===== src/shared/ipm_cfg.svh =====
`ifndef IPM_CFG_SVH
`define IPM_CFG_SVH
// register addresses on the special function register bus
`define IPM_ADDR_PWR 8'h87
`define IPM_ADDR_LVLA 8'hB8
`define IPM_ADDR_LVLB 8'hB9
`define IPM_PWR_RESET 8'h00
`define IPM_LVL_RESET 8'h00
// power control field positions
`define IPM_BIT_BAUD 7
`define IPM_BIT_AUX 6
`define IPM_BIT_QUIET 5
`define IPM_BIT_WDLOAD 4
`define IPM_BIT_PDOWN 1
`define IPM_BIT_IDLE 0
// 12 clocks per machine cycle, watchdog restart after 3 machine cycles
`define IPM_MC_CLKS 4'd12
`define IPM_WD_RESTART_MC 2'd3
`define IPM_VEC_BASE 16'h0003
`define IPM_VEC_STEP 16'h0008
`define IPM_NSRC 15
`endif


===== src/shared/ipm_pkg.sv =====
package ipm_pkg;
    // source index = vector slot (vector = base + 8 * index)
    typedef enum logic [3:0] {
        IPM_SRC_EXTA = 4'b0000, IPM_SRC_TMRA = 4'b0001,
        IPM_SRC_EXTB = 4'b0010, IPM_SRC_TMRB = 4'b0011,
        IPM_SRC_UART = 4'b0100, IPM_SRC_TWOW = 4'b0101,
        IPM_SRC_CAPA = 4'b0110, IPM_SRC_CAPB = 4'b0111,
        IPM_SRC_CAPC = 4'b1000, IPM_SRC_CAPD = 4'b1001,
        IPM_SRC_CONV = 4'b1010, IPM_SRC_CMPA = 4'b1011,
        IPM_SRC_CMPB = 4'b1100, IPM_SRC_CMPC = 4'b1101,
        IPM_SRC_T2OV = 4'b1110
    } ipm_src_e;
    typedef enum logic [1:0] {
        IPM_RUN = 2'b00,
        IPM_IDLE = 2'b01,
        IPM_PDOWN = 2'b10
    } ipm_mode_e;
endpackage


===== src/verilog/ipm_level_pick.sv =====
`timescale 1ns/1ps
// fixed polling order inside one priority level
module ipm_level_pick (
    input wire logic [14:0] req,
    output logic hit,
    output ipm_pkg::ipm_src_e src
);
    import ipm_pkg::*;
    // polling order, highest first
    localparam ipm_src_e ORDER [15] = '{IPM_SRC_EXTA, IPM_SRC_TWOW,
        IPM_SRC_CONV, IPM_SRC_TMRA, IPM_SRC_CAPA, IPM_SRC_CMPA,
        IPM_SRC_EXTB, IPM_SRC_CAPB, IPM_SRC_CMPB, IPM_SRC_TMRB,
        IPM_SRC_CAPC, IPM_SRC_CMPC, IPM_SRC_UART, IPM_SRC_CAPD,
        IPM_SRC_T2OV};
    always_comb begin
        hit = 1'b0;
        src = IPM_SRC_EXTA;
        // scan from lowest so the highest overwrites last
        for (int i = 14; i >= 0; i--) begin
            if (req[ORDER[i]]) begin // RQ4
                hit = 1'b1;
                src = ORDER[i];
            end
        end
    end
endmodule


===== src/verilog/ipm_mc_timer.sv =====
`timescale 1ns/1ps
`include "ipm_cfg.svh"
// machine cycle strobe: one pulse every 12 clocks
module ipm_mc_timer (
    input wire logic ref_clk,
    input wire logic rst,
    output logic mc_tick
);
    logic [3:0] cnt_reg;
    always_ff @(posedge ref_clk or posedge rst) begin
        if (rst) begin
            cnt_reg <= 4'h0;
        end else if (cnt_reg == `IPM_MC_CLKS - 4'd1) begin
            cnt_reg <= 4'h0;
        end else begin
            cnt_reg <= cnt_reg + 4'd1;
        end
    end
    assign mc_tick = (cnt_reg == `IPM_MC_CLKS - 4'd1);
endmodule


===== src/verilog/ipm_core.sv =====
`timescale 1ns/1ps
`include "ipm_cfg.svh"
// What this block does
// RQ1 - enable bit 0 masks a source, 1 lets it request
// RQ2 - level register a: bit per source, bit 7 reserved reads zero
// RQ3 - level register b: timer 2 overflow, compares, captures
// RQ4 - equal level requests granted in fixed polling order
// RQ5 - vectors from 0003H in steps of eight up to 0073H
// RQ6 - baud doubling bit drives the uart doubling output
// RQ7 - aux memory disable bit routes data moves external
// RQ8 - interference bit stops latch enable toggling, clears on reset
// RQ9 - software sets load enable; cleared when watchdog is loaded
// RQ10 - power-down bit settable only while watchdog enable input high
// RQ11 - idle bit write halts cpu after that instruction, state kept
// RQ12 - idle stops timer 2, pwm high, aborts conversion, rest runs
// RQ13 - power-down halts clock; slow osc runs only if pll and keep bit
// RQ14 - pin states: idle strobes high, power-down low, pwm high
// RQ15 - in idle two-wire pins drive only when port enabled
// RQ16 - power control at 87H, resets to zero, not bit addressable
// RQ17 - enabled wake source clears idle unless equal/higher in service
// RQ18 - external reset ends idle; hold times are the far side's
// RQ19 - watchdog reset ends idle, restart three machine cycles later
// RQ20 - power-down refused with watchdog on; registers kept in it
// RQ21 - power-down wake on enabled level-sensitive external/seconds
// RQ22 - wake with equal/higher in service goes to idle instead
// RQ23 - high pre-empts low; nothing pre-empts high; high first
// RQ24 - return clears the active level flag set at acknowledge
// RQ25 - seconds flag ored with external 1 when its enable set
// RQ26 - one winner per machine cycle by level then polling order
module ipm_core (
    input wire logic ref_clk,
    input wire logic rst,
    input wire logic sfr_wr,
    input wire logic sfr_rd,
    input wire logic [7:0] sfr_addr,
    input wire logic [7:0] sfr_wdata,
    output logic [7:0] sfr_rdata,
    input wire logic [14:0] irq_flags,
    input wire logic [14:0] irq_enables,
    input wire logic global_enable,
    input wire logic seconds_flag,
    input wire logic seconds_irq_enable,
    input wire logic ext_b_level_mode,
    input wire logic ext_a_level_mode,
    input wire logic ack,
    input wire logic reti,
    input wire logic watchdog_loaded,
    input wire logic watchdog_reset,
    input wire logic watchdog_enable_input_n,
    input wire logic oscillator_source_select,
    input wire logic keep_slow_osc_running,
    input wire logic twowire_port_enable,
    input wire logic ext_memory,
    output logic irq_valid,
    output logic [15:0] irq_vector,
    output logic baud_double_bit,
    output logic aux_memory_disable,
    output logic latch_toggle_enable,
    output logic watchdog_load_enable,
    output logic cpu_halt,
    output logic sysclk_run,
    output logic slow_osc_run,
    output logic idle_block_reset,
    output logic strobe_level,
    output logic strobe_override,
    output logic port0_float,
    output logic port2_addr_drive,
    output logic twowire_pins_allow,
    output logic pwm_force_high,
    output logic cpu_restart
);
    import ipm_pkg::*;

    logic [7:0] pwr_reg;
    logic [6:0] lvla_reg;
    logic [7:0] lvlb_reg;
    logic [1:0] active_reg;
    ipm_mode_e mode_reg;
    logic [1:0] wd_cnt_reg;
    logic wd_pend_reg;
    logic mc_tick;
    logic [14:0] req;
    logic [14:0] lvl;
    logic [14:0] hi_req;
    logic [14:0] lo_req;
    logic hi_hit;
    logic lo_hit;
    ipm_src_e hi_src;
    ipm_src_e lo_src;
    logic win_hi;
    logic win_ok;
    ipm_src_e win_src;
    logic wake_any;
    logic wake_lvl;
    logic wake_blocked;
    logic idle_wake;

    ipm_mc_timer u_mc (
        .ref_clk(ref_clk),
        .rst(rst),
        .mc_tick(mc_tick)
    );

    // level per source index
    always_comb begin
        lvl = 15'h0000;
        lvl[IPM_SRC_EXTA] = lvla_reg[0]; // RQ2
        lvl[IPM_SRC_TMRA] = lvla_reg[1];
        lvl[IPM_SRC_EXTB] = lvla_reg[2];
        lvl[IPM_SRC_TMRB] = lvla_reg[3];
        lvl[IPM_SRC_UART] = lvla_reg[4];
        lvl[IPM_SRC_TWOW] = lvla_reg[5];
        lvl[IPM_SRC_CONV] = lvla_reg[6];
        lvl[IPM_SRC_CAPA] = lvlb_reg[0]; // RQ3
        lvl[IPM_SRC_CAPB] = lvlb_reg[1];
        lvl[IPM_SRC_CAPC] = lvlb_reg[2];
        lvl[IPM_SRC_CAPD] = lvlb_reg[3];
        lvl[IPM_SRC_CMPA] = lvlb_reg[4];
        lvl[IPM_SRC_CMPB] = lvlb_reg[5];
        lvl[IPM_SRC_CMPC] = lvlb_reg[6];
        lvl[IPM_SRC_T2OV] = lvlb_reg[7];
    end

    always_comb begin
        req = irq_flags & irq_enables & {15{global_enable}}; // RQ1
        req[IPM_SRC_EXTB] = (irq_flags[IPM_SRC_EXTB]
            | (seconds_flag & seconds_irq_enable)) // RQ25
            & irq_enables[IPM_SRC_EXTB] & global_enable;
    end

    // high requests only if no high handler runs; low only if idle level
    assign hi_req = active_reg[1] ? 15'h0000 : (req & lvl); // RQ23
    assign lo_req = (active_reg != 2'b00) ? 15'h0000 : (req & ~lvl);

    ipm_level_pick u_hi (
        .req(hi_req),
        .hit(hi_hit),
        .src(hi_src)
    );
    ipm_level_pick u_lo (
        .req(lo_req),
        .hit(lo_hit),
        .src(lo_src)
    );

    assign win_hi = hi_hit; // RQ23
    assign win_ok = hi_hit | lo_hit;
    assign win_src = hi_hit ? hi_src : lo_src;

    // slots 0 to 5 are the sources still clocked in idle
    assign idle_wake = |((hi_req | lo_req) & 15'h003f); // RQ17

    // power-down wake: only level-sensitive external inputs
    assign wake_any = (req[IPM_SRC_EXTA] & ext_a_level_mode)
        | (req[IPM_SRC_EXTB] & ext_b_level_mode); // RQ21
    assign wake_lvl = (req[IPM_SRC_EXTA] & ext_a_level_mode
        & lvl[IPM_SRC_EXTA]) | (req[IPM_SRC_EXTB] & ext_b_level_mode
        & lvl[IPM_SRC_EXTB]);
    assign wake_blocked = active_reg[1] | (active_reg[0] & ~wake_lvl);

    // vector presented once per machine cycle
    always_ff @(posedge ref_clk or posedge rst) begin
        if (rst) begin
            irq_valid <= 1'b0;
            irq_vector <= `IPM_VEC_BASE;
        end else if (mc_tick) begin
            irq_valid <= win_ok & (mode_reg != IPM_PDOWN); // RQ26
            irq_vector <= `IPM_VEC_BASE
                + {9'h000, win_src, 3'b000}; // RQ5
        end
    end

    // active level flags: set on ack, return clears the top one
    always_ff @(posedge ref_clk or posedge rst) begin
        if (rst) begin
            active_reg <= 2'b00;
        end else if (ack & irq_valid) begin
            if (win_hi) begin
                active_reg[1] <= 1'b1;
            end else begin
                active_reg[0] <= 1'b1;
            end
        end else if (reti) begin
            if (active_reg[1]) begin // RQ24
                active_reg[1] <= 1'b0;
            end else begin
                active_reg[0] <= 1'b0;
            end
        end
    end

    // register writes; reset clears everything
    always_ff @(posedge ref_clk or posedge rst) begin
        if (rst) begin
            lvla_reg <= 7'h00;
            lvlb_reg <= `IPM_LVL_RESET;
        end else if (sfr_wr && sfr_addr == `IPM_ADDR_LVLA) begin
            lvla_reg <= sfr_wdata[6:0];
        end else if (sfr_wr && sfr_addr == `IPM_ADDR_LVLB) begin
            lvlb_reg <= sfr_wdata;
        end
    end

    // whole-byte access only, no bit addressing
    always_ff @(posedge ref_clk or posedge rst) begin
        if (rst) begin
            pwr_reg <= `IPM_PWR_RESET; // RQ16 RQ8
        end else begin
            if (sfr_wr && sfr_addr == `IPM_ADDR_PWR) begin
                pwr_reg[7:5] <= sfr_wdata[7:5];
                pwr_reg[3:2] <= sfr_wdata[3:2];
                pwr_reg[`IPM_BIT_IDLE] <= sfr_wdata[`IPM_BIT_IDLE]; // RQ11
                // refused while the watchdog is enabled
                pwr_reg[`IPM_BIT_PDOWN] <= sfr_wdata[`IPM_BIT_PDOWN]
                    & watchdog_enable_input_n; // RQ10 RQ20
                // a load in the same cycle wins over a software set
                pwr_reg[`IPM_BIT_WDLOAD] <= sfr_wdata[`IPM_BIT_WDLOAD]
                    & ~watchdog_loaded; // RQ9
            end else if (watchdog_loaded) begin
                pwr_reg[`IPM_BIT_WDLOAD] <= 1'b0; // RQ9
            end
            // a watchdog reset must not fall straight back into idle
            if (watchdog_reset
                || (mode_reg == IPM_IDLE && idle_wake && mc_tick)) begin
                pwr_reg[`IPM_BIT_IDLE] <= 1'b0; // RQ17 RQ19
            end
            if (mode_reg == IPM_PDOWN && wake_any) begin
                pwr_reg[`IPM_BIT_PDOWN] <= 1'b0; // RQ21
                pwr_reg[`IPM_BIT_IDLE] <= wake_blocked; // RQ22
            end
        end
    end

    // mode follows the bits; registers are untouched on wake
    always_ff @(posedge ref_clk or posedge rst) begin
        if (rst) begin
            mode_reg <= IPM_RUN; // RQ18
        end else begin
            unique case (mode_reg)
                IPM_RUN: begin
                    if (pwr_reg[`IPM_BIT_PDOWN]) begin
                        mode_reg <= IPM_PDOWN; // RQ13
                    end else if (pwr_reg[`IPM_BIT_IDLE]) begin
                        mode_reg <= IPM_IDLE; // RQ11
                    end
                end
                IPM_IDLE: begin
                    if (watchdog_reset) begin
                        mode_reg <= IPM_RUN; // RQ19
                    end else if (!pwr_reg[`IPM_BIT_IDLE]) begin
                        mode_reg <= IPM_RUN; // RQ17
                    end
                end
                IPM_PDOWN: begin
                    if (wake_any) begin
                        mode_reg <= wake_blocked ? IPM_IDLE : IPM_RUN;
                    end
                end
                default: mode_reg <= IPM_RUN;
            endcase
        end
    end

    // restart pulse three machine cycles after watchdog reset
    always_ff @(posedge ref_clk or posedge rst) begin
        if (rst) begin
            wd_pend_reg <= 1'b0;
            wd_cnt_reg <= 2'd0;
            cpu_restart <= 1'b0;
        end else begin
            cpu_restart <= 1'b0;
            if (watchdog_reset) begin
                wd_pend_reg <= 1'b1;
                wd_cnt_reg <= 2'd0;
            end else if (wd_pend_reg && mc_tick) begin
                if (wd_cnt_reg == `IPM_WD_RESTART_MC - 2'd1) begin
                    wd_pend_reg <= 1'b0;
                    cpu_restart <= 1'b1; // RQ19
                end else begin
                    wd_cnt_reg <= wd_cnt_reg + 2'd1;
                end
            end
        end
    end

    // pin and block controls, registered so outputs leave flops
    always_ff @(posedge ref_clk or posedge rst) begin
        if (rst) begin
            baud_double_bit <= 1'b0;
            aux_memory_disable <= 1'b0;
            latch_toggle_enable <= 1'b1;
            watchdog_load_enable <= 1'b0;
            cpu_halt <= 1'b0;
            sysclk_run <= 1'b1;
            slow_osc_run <= 1'b0;
            idle_block_reset <= 1'b0;
            strobe_level <= 1'b1;
            strobe_override <= 1'b0;
            port0_float <= 1'b0;
            port2_addr_drive <= 1'b0;
            twowire_pins_allow <= 1'b1;
            pwm_force_high <= 1'b0;
            sfr_rdata <= 8'h00;
        end else begin
            baud_double_bit <= pwr_reg[`IPM_BIT_BAUD]; // RQ6
            aux_memory_disable <= pwr_reg[`IPM_BIT_AUX]; // RQ7
            latch_toggle_enable <= ~pwr_reg[`IPM_BIT_QUIET]; // RQ8
            watchdog_load_enable <= pwr_reg[`IPM_BIT_WDLOAD];
            cpu_halt <= (mode_reg != IPM_RUN); // RQ11
            sysclk_run <= (mode_reg != IPM_PDOWN); // RQ13
            slow_osc_run <= (mode_reg != IPM_PDOWN)
                ? ~oscillator_source_select
                : (~oscillator_source_select
                & keep_slow_osc_running); // RQ13
            idle_block_reset <= (mode_reg == IPM_IDLE); // RQ12
            pwm_force_high <= (mode_reg != IPM_RUN); // RQ12 RQ14
            strobe_override <= (mode_reg != IPM_RUN); // RQ14
            strobe_level <= (mode_reg != IPM_PDOWN); // RQ14
            port0_float <= (mode_reg != IPM_RUN) & ext_memory;
            port2_addr_drive <= (mode_reg == IPM_IDLE) & ext_memory;
            unique case (mode_reg)
                IPM_IDLE: twowire_pins_allow <= twowire_port_enable; // RQ15
                IPM_PDOWN: twowire_pins_allow <= 1'b0; // RQ14
                default: twowire_pins_allow <= 1'b1;
            endcase
            if (sfr_rd && sfr_addr == `IPM_ADDR_PWR) begin
                sfr_rdata <= pwr_reg;
            end else if (sfr_rd && sfr_addr == `IPM_ADDR_LVLA) begin
                sfr_rdata <= {1'b0, lvla_reg};
            end else if (sfr_rd && sfr_addr == `IPM_ADDR_LVLB) begin
                sfr_rdata <= lvlb_reg;
            end else begin
                sfr_rdata <= 8'h00;
            end
        end
    end

    // power-down bit never set while the watchdog input is low
    chk_pd_refused: assert property (@(posedge ref_clk) disable iff (rst)
        (sfr_wr && sfr_addr == `IPM_ADDR_PWR && !watchdog_enable_input_n
        && !pwr_reg[`IPM_BIT_PDOWN]) |=> !pwr_reg[`IPM_BIT_PDOWN]) // RQ10
        else $error("power-down set with watchdog enabled");
    chk_wle_clear: assert property (@(posedge ref_clk) disable iff (rst)
        watchdog_loaded |=> !pwr_reg[`IPM_BIT_WDLOAD]) // RQ9
        else $error("load enable not cleared by load");
    chk_high_first: assert property (@(posedge ref_clk) disable iff (rst)
        (mc_tick && hi_hit) |=> (irq_vector == `IPM_VEC_BASE
        + {9'h000, $past(hi_src), 3'b000})) // RQ23 RQ26
        else $error("high request not served first");
    chk_no_preempt: assert property (@(posedge ref_clk) disable iff (rst)
        (active_reg[1] && mc_tick) |=> !irq_valid) // RQ23
        else $error("high handler pre-empted");
    chk_reti_clear: assert property (@(posedge ref_clk) disable iff (rst)
        (reti && !(ack && irq_valid) && active_reg == 2'b01)
        |=> active_reg == 2'b00) // RQ24
        else $error("return left level active");
    chk_pd_halts: assert property (@(posedge ref_clk) disable iff (rst)
        (mode_reg == IPM_PDOWN) |=> (!sysclk_run && !strobe_level)) // RQ13
        else $error("clock or strobes not low in power-down");
    chk_idle_pins: assert property (@(posedge ref_clk) disable iff (rst)
        (mode_reg == IPM_IDLE) |=> (strobe_level && pwm_force_high
        && twowire_pins_allow == $past(twowire_port_enable))) // RQ15
        else $error("idle pin state wrong");
    chk_wd_restart: assert property (@(posedge ref_clk) disable iff (rst)
        watchdog_reset |-> ##[24:40] cpu_restart) // RQ19
        else $error("no restart after watchdog reset");
    chk_wake_idle: assert property (@(posedge ref_clk) disable iff (rst)
        (mode_reg == IPM_PDOWN && wake_any && wake_blocked)
        |=> mode_reg == IPM_IDLE) // RQ22
        else $error("blocked wake did not enter idle");
endmodule


===== config.mk =====
export PLATFORM = sky130hd
export DESIGN_NAME = ipm_core
export DESIGN_NICKNAME = d
export VERILOG_FILES = /design/src/shared/ipm_pkg.sv /design/src/verilog/ipm_level_pick.sv /design/src/verilog/ipm_mc_timer.sv /design/src/verilog/ipm_core.sv
export VERILOG_INCLUDE_DIRS = /design/src /design/src/shared
export SDC_FILE = /design/constraint.sdc
export NUM_CORES = 1
export LEC_CHECK = 0
export ABC_AREA = 0
export BUFFER_PORTS_ARGS = -buffer_cell sky130_fd_sc_hd__buf_4
export CORE_UTILIZATION = 35
export DETAILED_ROUTE_END_ITERATION = 10
export MAX_ROUTING_LAYER = met4
export SYNTH_ARGS = -nofsm -noshare
export SYNTH_HDL_FRONTEND = slang
export SYNTH_SLANG_ARGS = --single-unit

===== constraint.sdc =====
create_clock -name ref_clk -period 2.3 [get_ports ref_clk]
set_clock_uncertainty 0.1 [all_clocks]
set_input_delay 0.46 -clock ref_clk [delete_from_list [all_inputs] [get_ports ref_clk]]
set_output_delay 0.46 -clock ref_clk [all_outputs]
set_load 0.05 [all_outputs]

Word level (Yosys, flattened, before mapping)
Index checks and enable logic that the tools add are counted.

Add/sub/neg operators: 3. Equality and inequality tests: 15. Multiplexer cells: 95. Bitwise operators: 31. Reduce and logical (&&, ||, !) cells: 27.

Operators with widths (number): two-way mux 4 bit (32); AND 15 bit (4); two-way mux 1 bit (44); two-way mux 15 bit (2); equality test 8 bit (second input constant) (3); two-way mux 2 bit (12); two-way mux 8 bit (3); AND 1 bit (15); inverter 15 bit (1); nonzero test 2 bit (7); logical AND 1 bit (10); inequality test 2 bit (second input constant) (5); adder 2 x 7 -> 8 bit (first input constant) (1); AND reduction 2 bit (4); inequality test 3 bit (second input constant) (2); bitwise OR 6 bit (1); case mux 2 bit (3 select lines) (1); AND reduction 3 bit (2); OR reduction 6 bit (1); inverter 1 bit (5); bitwise OR 1 bit (5); adder 4 x 1 -> 4 bit (second input constant) (1); equality test 2 bit (second input constant) (2); equality test 4 bit (second input constant) (1); 7 further kinds (7).

Register bits: 71. Output and inout bits: 40. Word-level logic and storage cells: 198.

Depth between registers and ports, before layout
Depth in word-level cells: 23. Depth in mapped cells: 8.

Hierarchy
A second synthesis with hierarchy kept.

Cell total of the unflattened synthesis: 364. Area total of the unflattened synthesis: 3369.5 sq um.

Modules (own cells, without submodules): ipm_core (times used 1, cells an instance 273, area an instance 2755.1 sq um, sequential area each 1380.1 sq um); ipm_level_pick (times used 2, cells an instance 38, area an instance 215.2 sq um, sequential area each 0.0 sq um); ipm_mc_timer (times used 1, cells an instance 15, area an instance 183.9 sq um, sequential area each 100.1 sq um).

Worst setup path after synthesis
OpenSTA, ideal clock, no wires.

Kind: input-to-reg. Start point: input global_enable. End point: register irq_vector[6]. Library setup time: 122 ps. Data arrival time: 1931 ps. Data required time: 2078 ps. Path slack: 147 ps. Cell stages on the path: 8. Buffers on the path: 2. Cells stage by stage: or3b_1 -> buf_2 -> buf_6 -> o21bai_1 -> a2111oi_0 -> o41ai_1 -> a32oi_1 -> o21ai_1.

Word-level cells in the longest chain between the ends: 20. Elaborated cells on any way between the ends: 53.

Ends and longest elaborated chain: from (decl) (RTL line ipm_core.sv:40) `input wire logic global_enable,`; AND 15 bit (RTL line ipm_core.sv:125) `req = irq_flags & irq_enables & {15{global_enable}};`; AND 15 bit (on tied branches) (RTL line ipm_core.sv:132, ipm_core.sv:133); two-way mux 15 bit (on tied branches) (RTL line ipm_core.sv:132, ipm_core.sv:133); two-way mux 1 bit / two-way mux 4 bit (equally long branches) (15 in series) (RTL line ipm_level_pick.sv:20) `if (req[ORDER[i]]) begin`; two-way mux 4 bit (*) (RTL line ipm_core.sv:148) `assign win_src = hi_hit ? hi_src : lo_src;`; adder 2 x 7 -> 8 bit (no source line) (*); to (signal assigned) (RTL line ipm_core.sv:165) `` irq_vector <= `IPM_VEC_BASE; ``; to (signal assigned) (RTL line ipm_core.sv:168) `` irq_vector <= `IPM_VEC_BASE ``; to (decl) (RTL line ipm_core.sv:55) `output logic [15:0] irq_vector,`.

Mark *: on every way between the ends. The rest lies on a longest branch, timed or not. A chain may end at the register's enable or synchronous reset.

Final worst setup path
Start point: register active_reg[1]. End point: register irq_vector[3].

Word-level cells in the longest chain between the ends: 18. Elaborated cells on any way between the ends: 48.

Ends and longest elaborated chain: from (decl) (RTL line ipm_core.sv:77) `logic [1:0] active_reg;`; from (signal assigned) (RTL line ipm_core.sv:176) `active_reg <= 2'b00;`; from (signal assigned) (RTL line ipm_core.sv:179) `active_reg[1] <= 1'b1;`; from (signal assigned) (RTL line ipm_core.sv:185) `active_reg[1] <= 1'b0;`; nonzero test 2 bit / two-way mux 15 bit (equally long branches) (RTL line ipm_core.sv:133, ipm_core.sv:132); two-way mux 15 bit / two-way mux 1 bit (equally long branches) (RTL line ipm_core.sv:133, ipm_level_pick.sv:20); two-way mux 4 bit / two-way mux 1 bit (equally long branches) (14 in series) (RTL line ipm_level_pick.sv:20); two-way mux 4 bit (*) (RTL line ipm_core.sv:148); adder 2 x 7 -> 8 bit (no source line) (*).

Marks and branches as above.

==> impl_results.md <==
* Run status: finished, final reports clean
* Synthesized instance count at 348
* Syn-to-layout area delta at 37.44%
* Clk pin slew, worst setup/hold paths at 0.06 ns
* Antenna violations before repair at 0
* Total Nets Final at 538
* Terminus of the critical flop-to-flop path: irq_vector[3]
* Clock period minus worst slack at 2.223 ns
* Pin count of the biggest net entering global routing at 37
* Most common library cell in the layout ignoring fill and taps: sky130_fd_sc_hd__buf_4
* Max IR drop VDD at 0.4505 mV
* Delay-heaviest family, CP: simple AND/OR/NAND/NOR gates
* Cell area after placement at 4404 um^2
* Worst-margin pin slew at 0.5374 ns
* Primary flip-flop cell chosen by synthesis mapping: sky130_fd_sc_hd__dfrtp_1
* Final clock period utilization by the worst path at 0.9664
* Areal power density over the cells at 755.6 nW/um^2
* Post-detailed-route wirelength per cell at 15.94 um
* Wire length of the first global-routing pass at 15170 um
* Critical setup path kind: flip-flop to flip-flop
* Number of sinks driven by the clock tree at 59
* LEAKAGE at 2.219 nW
* Routed via count at 3163
* Ratio of cells with drive above 1 in the final layout at 0.3908
* Critical path's slowest cell: sky130_fd_sc_hd__or4b_4
* Number of DRC violations after detailed-routing iteration 0 at 144
* Y dimension of the die at 100.2 um
* Remaining routing DRC violations at 0
* Flops & latches, synth at 59
* Origin of the worst setup path: active_reg[1]
* Clock tree from TritonCTS: done
* Cell at the root of the clock tree: sky130_fd_sc_hd__clkbuf_8
* Type of element capturing the critical path: flip-flop
* Half-perimeter wire length of the detailed placement result at 7614 um
* Width of the die at 100.2 um
* Initial Util at 0.3632
* WL final at 9646 um
* Setup repair after global routing missed its margin: no
* Combined area of all synthesized cells at 3372 um^2
* Worst flop-to-flop path startpoint: active_reg[1]
* Setup violators final at 0
* Count of synthesis-stage warnings from yosys at 0
* Number of cell instances on the worst register-to-register path at 7
* Routability congestion estimate from global placement at 0.9409
* Per-instance average area after synthesis at 9.690 um^2
* Total Routing Usage GR at 0.2061
* Cts hold-fix bufs at 0
* Grt total ovfl at 0
* Async set-reset flop share out of synthesis at 1.000
* Count of unique library cells instantiated by Yosys at 66
* CTS H-Tree Depth at 3
* Number of global-route vias before repair at 3112
* Final antenna diode count at 0
* Cell-by-cell trace of the critical path: or3b_4, buf_12, or4b_4, o221ai_2, a21oi_1, o2111ai_1, o211ai_1
* Max-capacitance violation count at 0
* Post-detailed-route via-to-cell ratio at 5.228
* Most used cells in the layout excluding fill and tap cells: sky130_fd_sc_hd__buf_4, sky130_fd_sc_hd__dfrtp_1, sky130_fd_sc_hd__nor2_1
* Min Hold Slack at 0.06448 ns
* Achievable frequency at 449.9 MHz
* Insertion delay of the later-clocked pin in the worst-skew pair at 0.34 ns
* Hold Crit Class: input pin to asynchronous set/reset pin
* Slew headroom at 0.6412
* Maximum number of buffers from clock root to sink at 2
* Final ANT Viol Nets at 0
* Worst Setup Start Kind: flip-flop
* Final std cell area, no fill at 4634 um^2
* Floorplan die area at 10030 um^2
* Number of buffers added by the clock tree synthesis step at 9
* Io pins at 104
* Port Buffers at 91
* Number of enable flip-flop cells after synthesis at 0
* Final hold violation count at 0
* Arrival @ worst endpoint at 2.33 ns
* Fin. max-slew vios at 0
* Required time reported for the critical path endpoint at 2.41 ns
* Core area at 9284 um^2
* Seq/Total Area, Yosys at 0.4390
* Maximum fanout count along the critical path at 28
* Crit path largest cell delay at 0.49 ns
* Crit path buffers/inverters at 1
* Register-to-register path setup slack at 0.08 ns
* Num rows at 35
* First-pass iteration count of the detailed router at 5
[where the power goes]
group	switching (mW)	internal (mW)	leakage [nW]
logic	0.787	0.482	1.33
registers	0.0952	1.17	0.786
clock network	0.389	0.582	0.106
[logic make-up (layout without fill, tap and decap cells)]
logic type,after synthesis,after routing,share of synthesized area
flops,59,59,0.4390
mux,23,23,0.07607
compound gates,76,76,0.1603
xor+xnor,1,1,0.002598
buf+inv,36,154,0.06011
simple gates,149,149,0.2523
fa+ha+maj,2,2,0.007420
other cells,2,12,0.002227
[final cells by class]
class	count	area [um^2]
Sequential cell	59	1480
Inverter	12	45.04
Multi-Input combinational cell	263	1753
Clock buffer	13	168.9
Clock inverter	2	35.03
Fill cell	907	4649
Tap cell	129	161.4
Timing Repair Buffer	127	991.0
[Yosys cell counts, drive strengths merged (7+ instances only)]
cell | n | area share
nor3 | 9 | 0.016
nand2b | 7 | 0.013
inv | 12 | 0.013
or2 | 10 | 0.019
nand2 | 23 | 0.026
o21ai | 18 | 0.027
nor2b | 8 | 0.015
a21oi | 17 | 0.025
mux2 | 21 | 0.070
dfrtp | 56 | 0.42
nand3 | 18 | 0.027
nor2 | 25 | 0.028
a222oi | 7 | 0.021
buf | 20 | 0.042
nand3b | 8 | 0.018
[worst max path at each step]
stage / end / cells past startpoint
floorplan: irq_vector[6] / 8
global placement: irq_vector[3] / 8
detailed placement: irq_vector[3] / 8
CTS: pwr_reg[0] / 7
global route: irq_valid / 9
finish: irq_vector[3] / 7
[through the flow]
| stage | power, mW | setup slack, ns | utilization | cells | TNS [ns] |
|---|---|---|---|---|---|
| after floorplan | 2.106 | 0.1469 | - | 358 | 0 |
| after global placement | 2.520 | -0.07574 | 0.4744 | 590 | -0.1209 |
| after detailed placement | 2.532 | -0.09627 | 0.4744 | 590 | -0.2763 |
| after CTS | 3.509 | 0.02951 | 0.4964 | 605 | 0 |
| after global routing | 3.680 | 0.002451 | 0.4992 | 605 | 0 |
| final | 3.502 | 0.07725 | 0.4992 | 605 | 0 |
[per-layer routing]
layer	vias up	part of all wire	global-route usage
met4	0	0.0092	0.07135
met2	106	0.49	0.3298
met5	-	0	-
li1	1519	-	-
met1	1528	0.45	0.2523
met3	10	0.057	0.05432
[repair_timing]
| action | 4_1_cts | 5_1_grt |
|---|---|---|
| setup buffers | 0 | 0 |
| resized for setup | 0 | 6 |
| setup endpoints to repair | 0 | 4 |
Power figures use the tool's default switching activity.
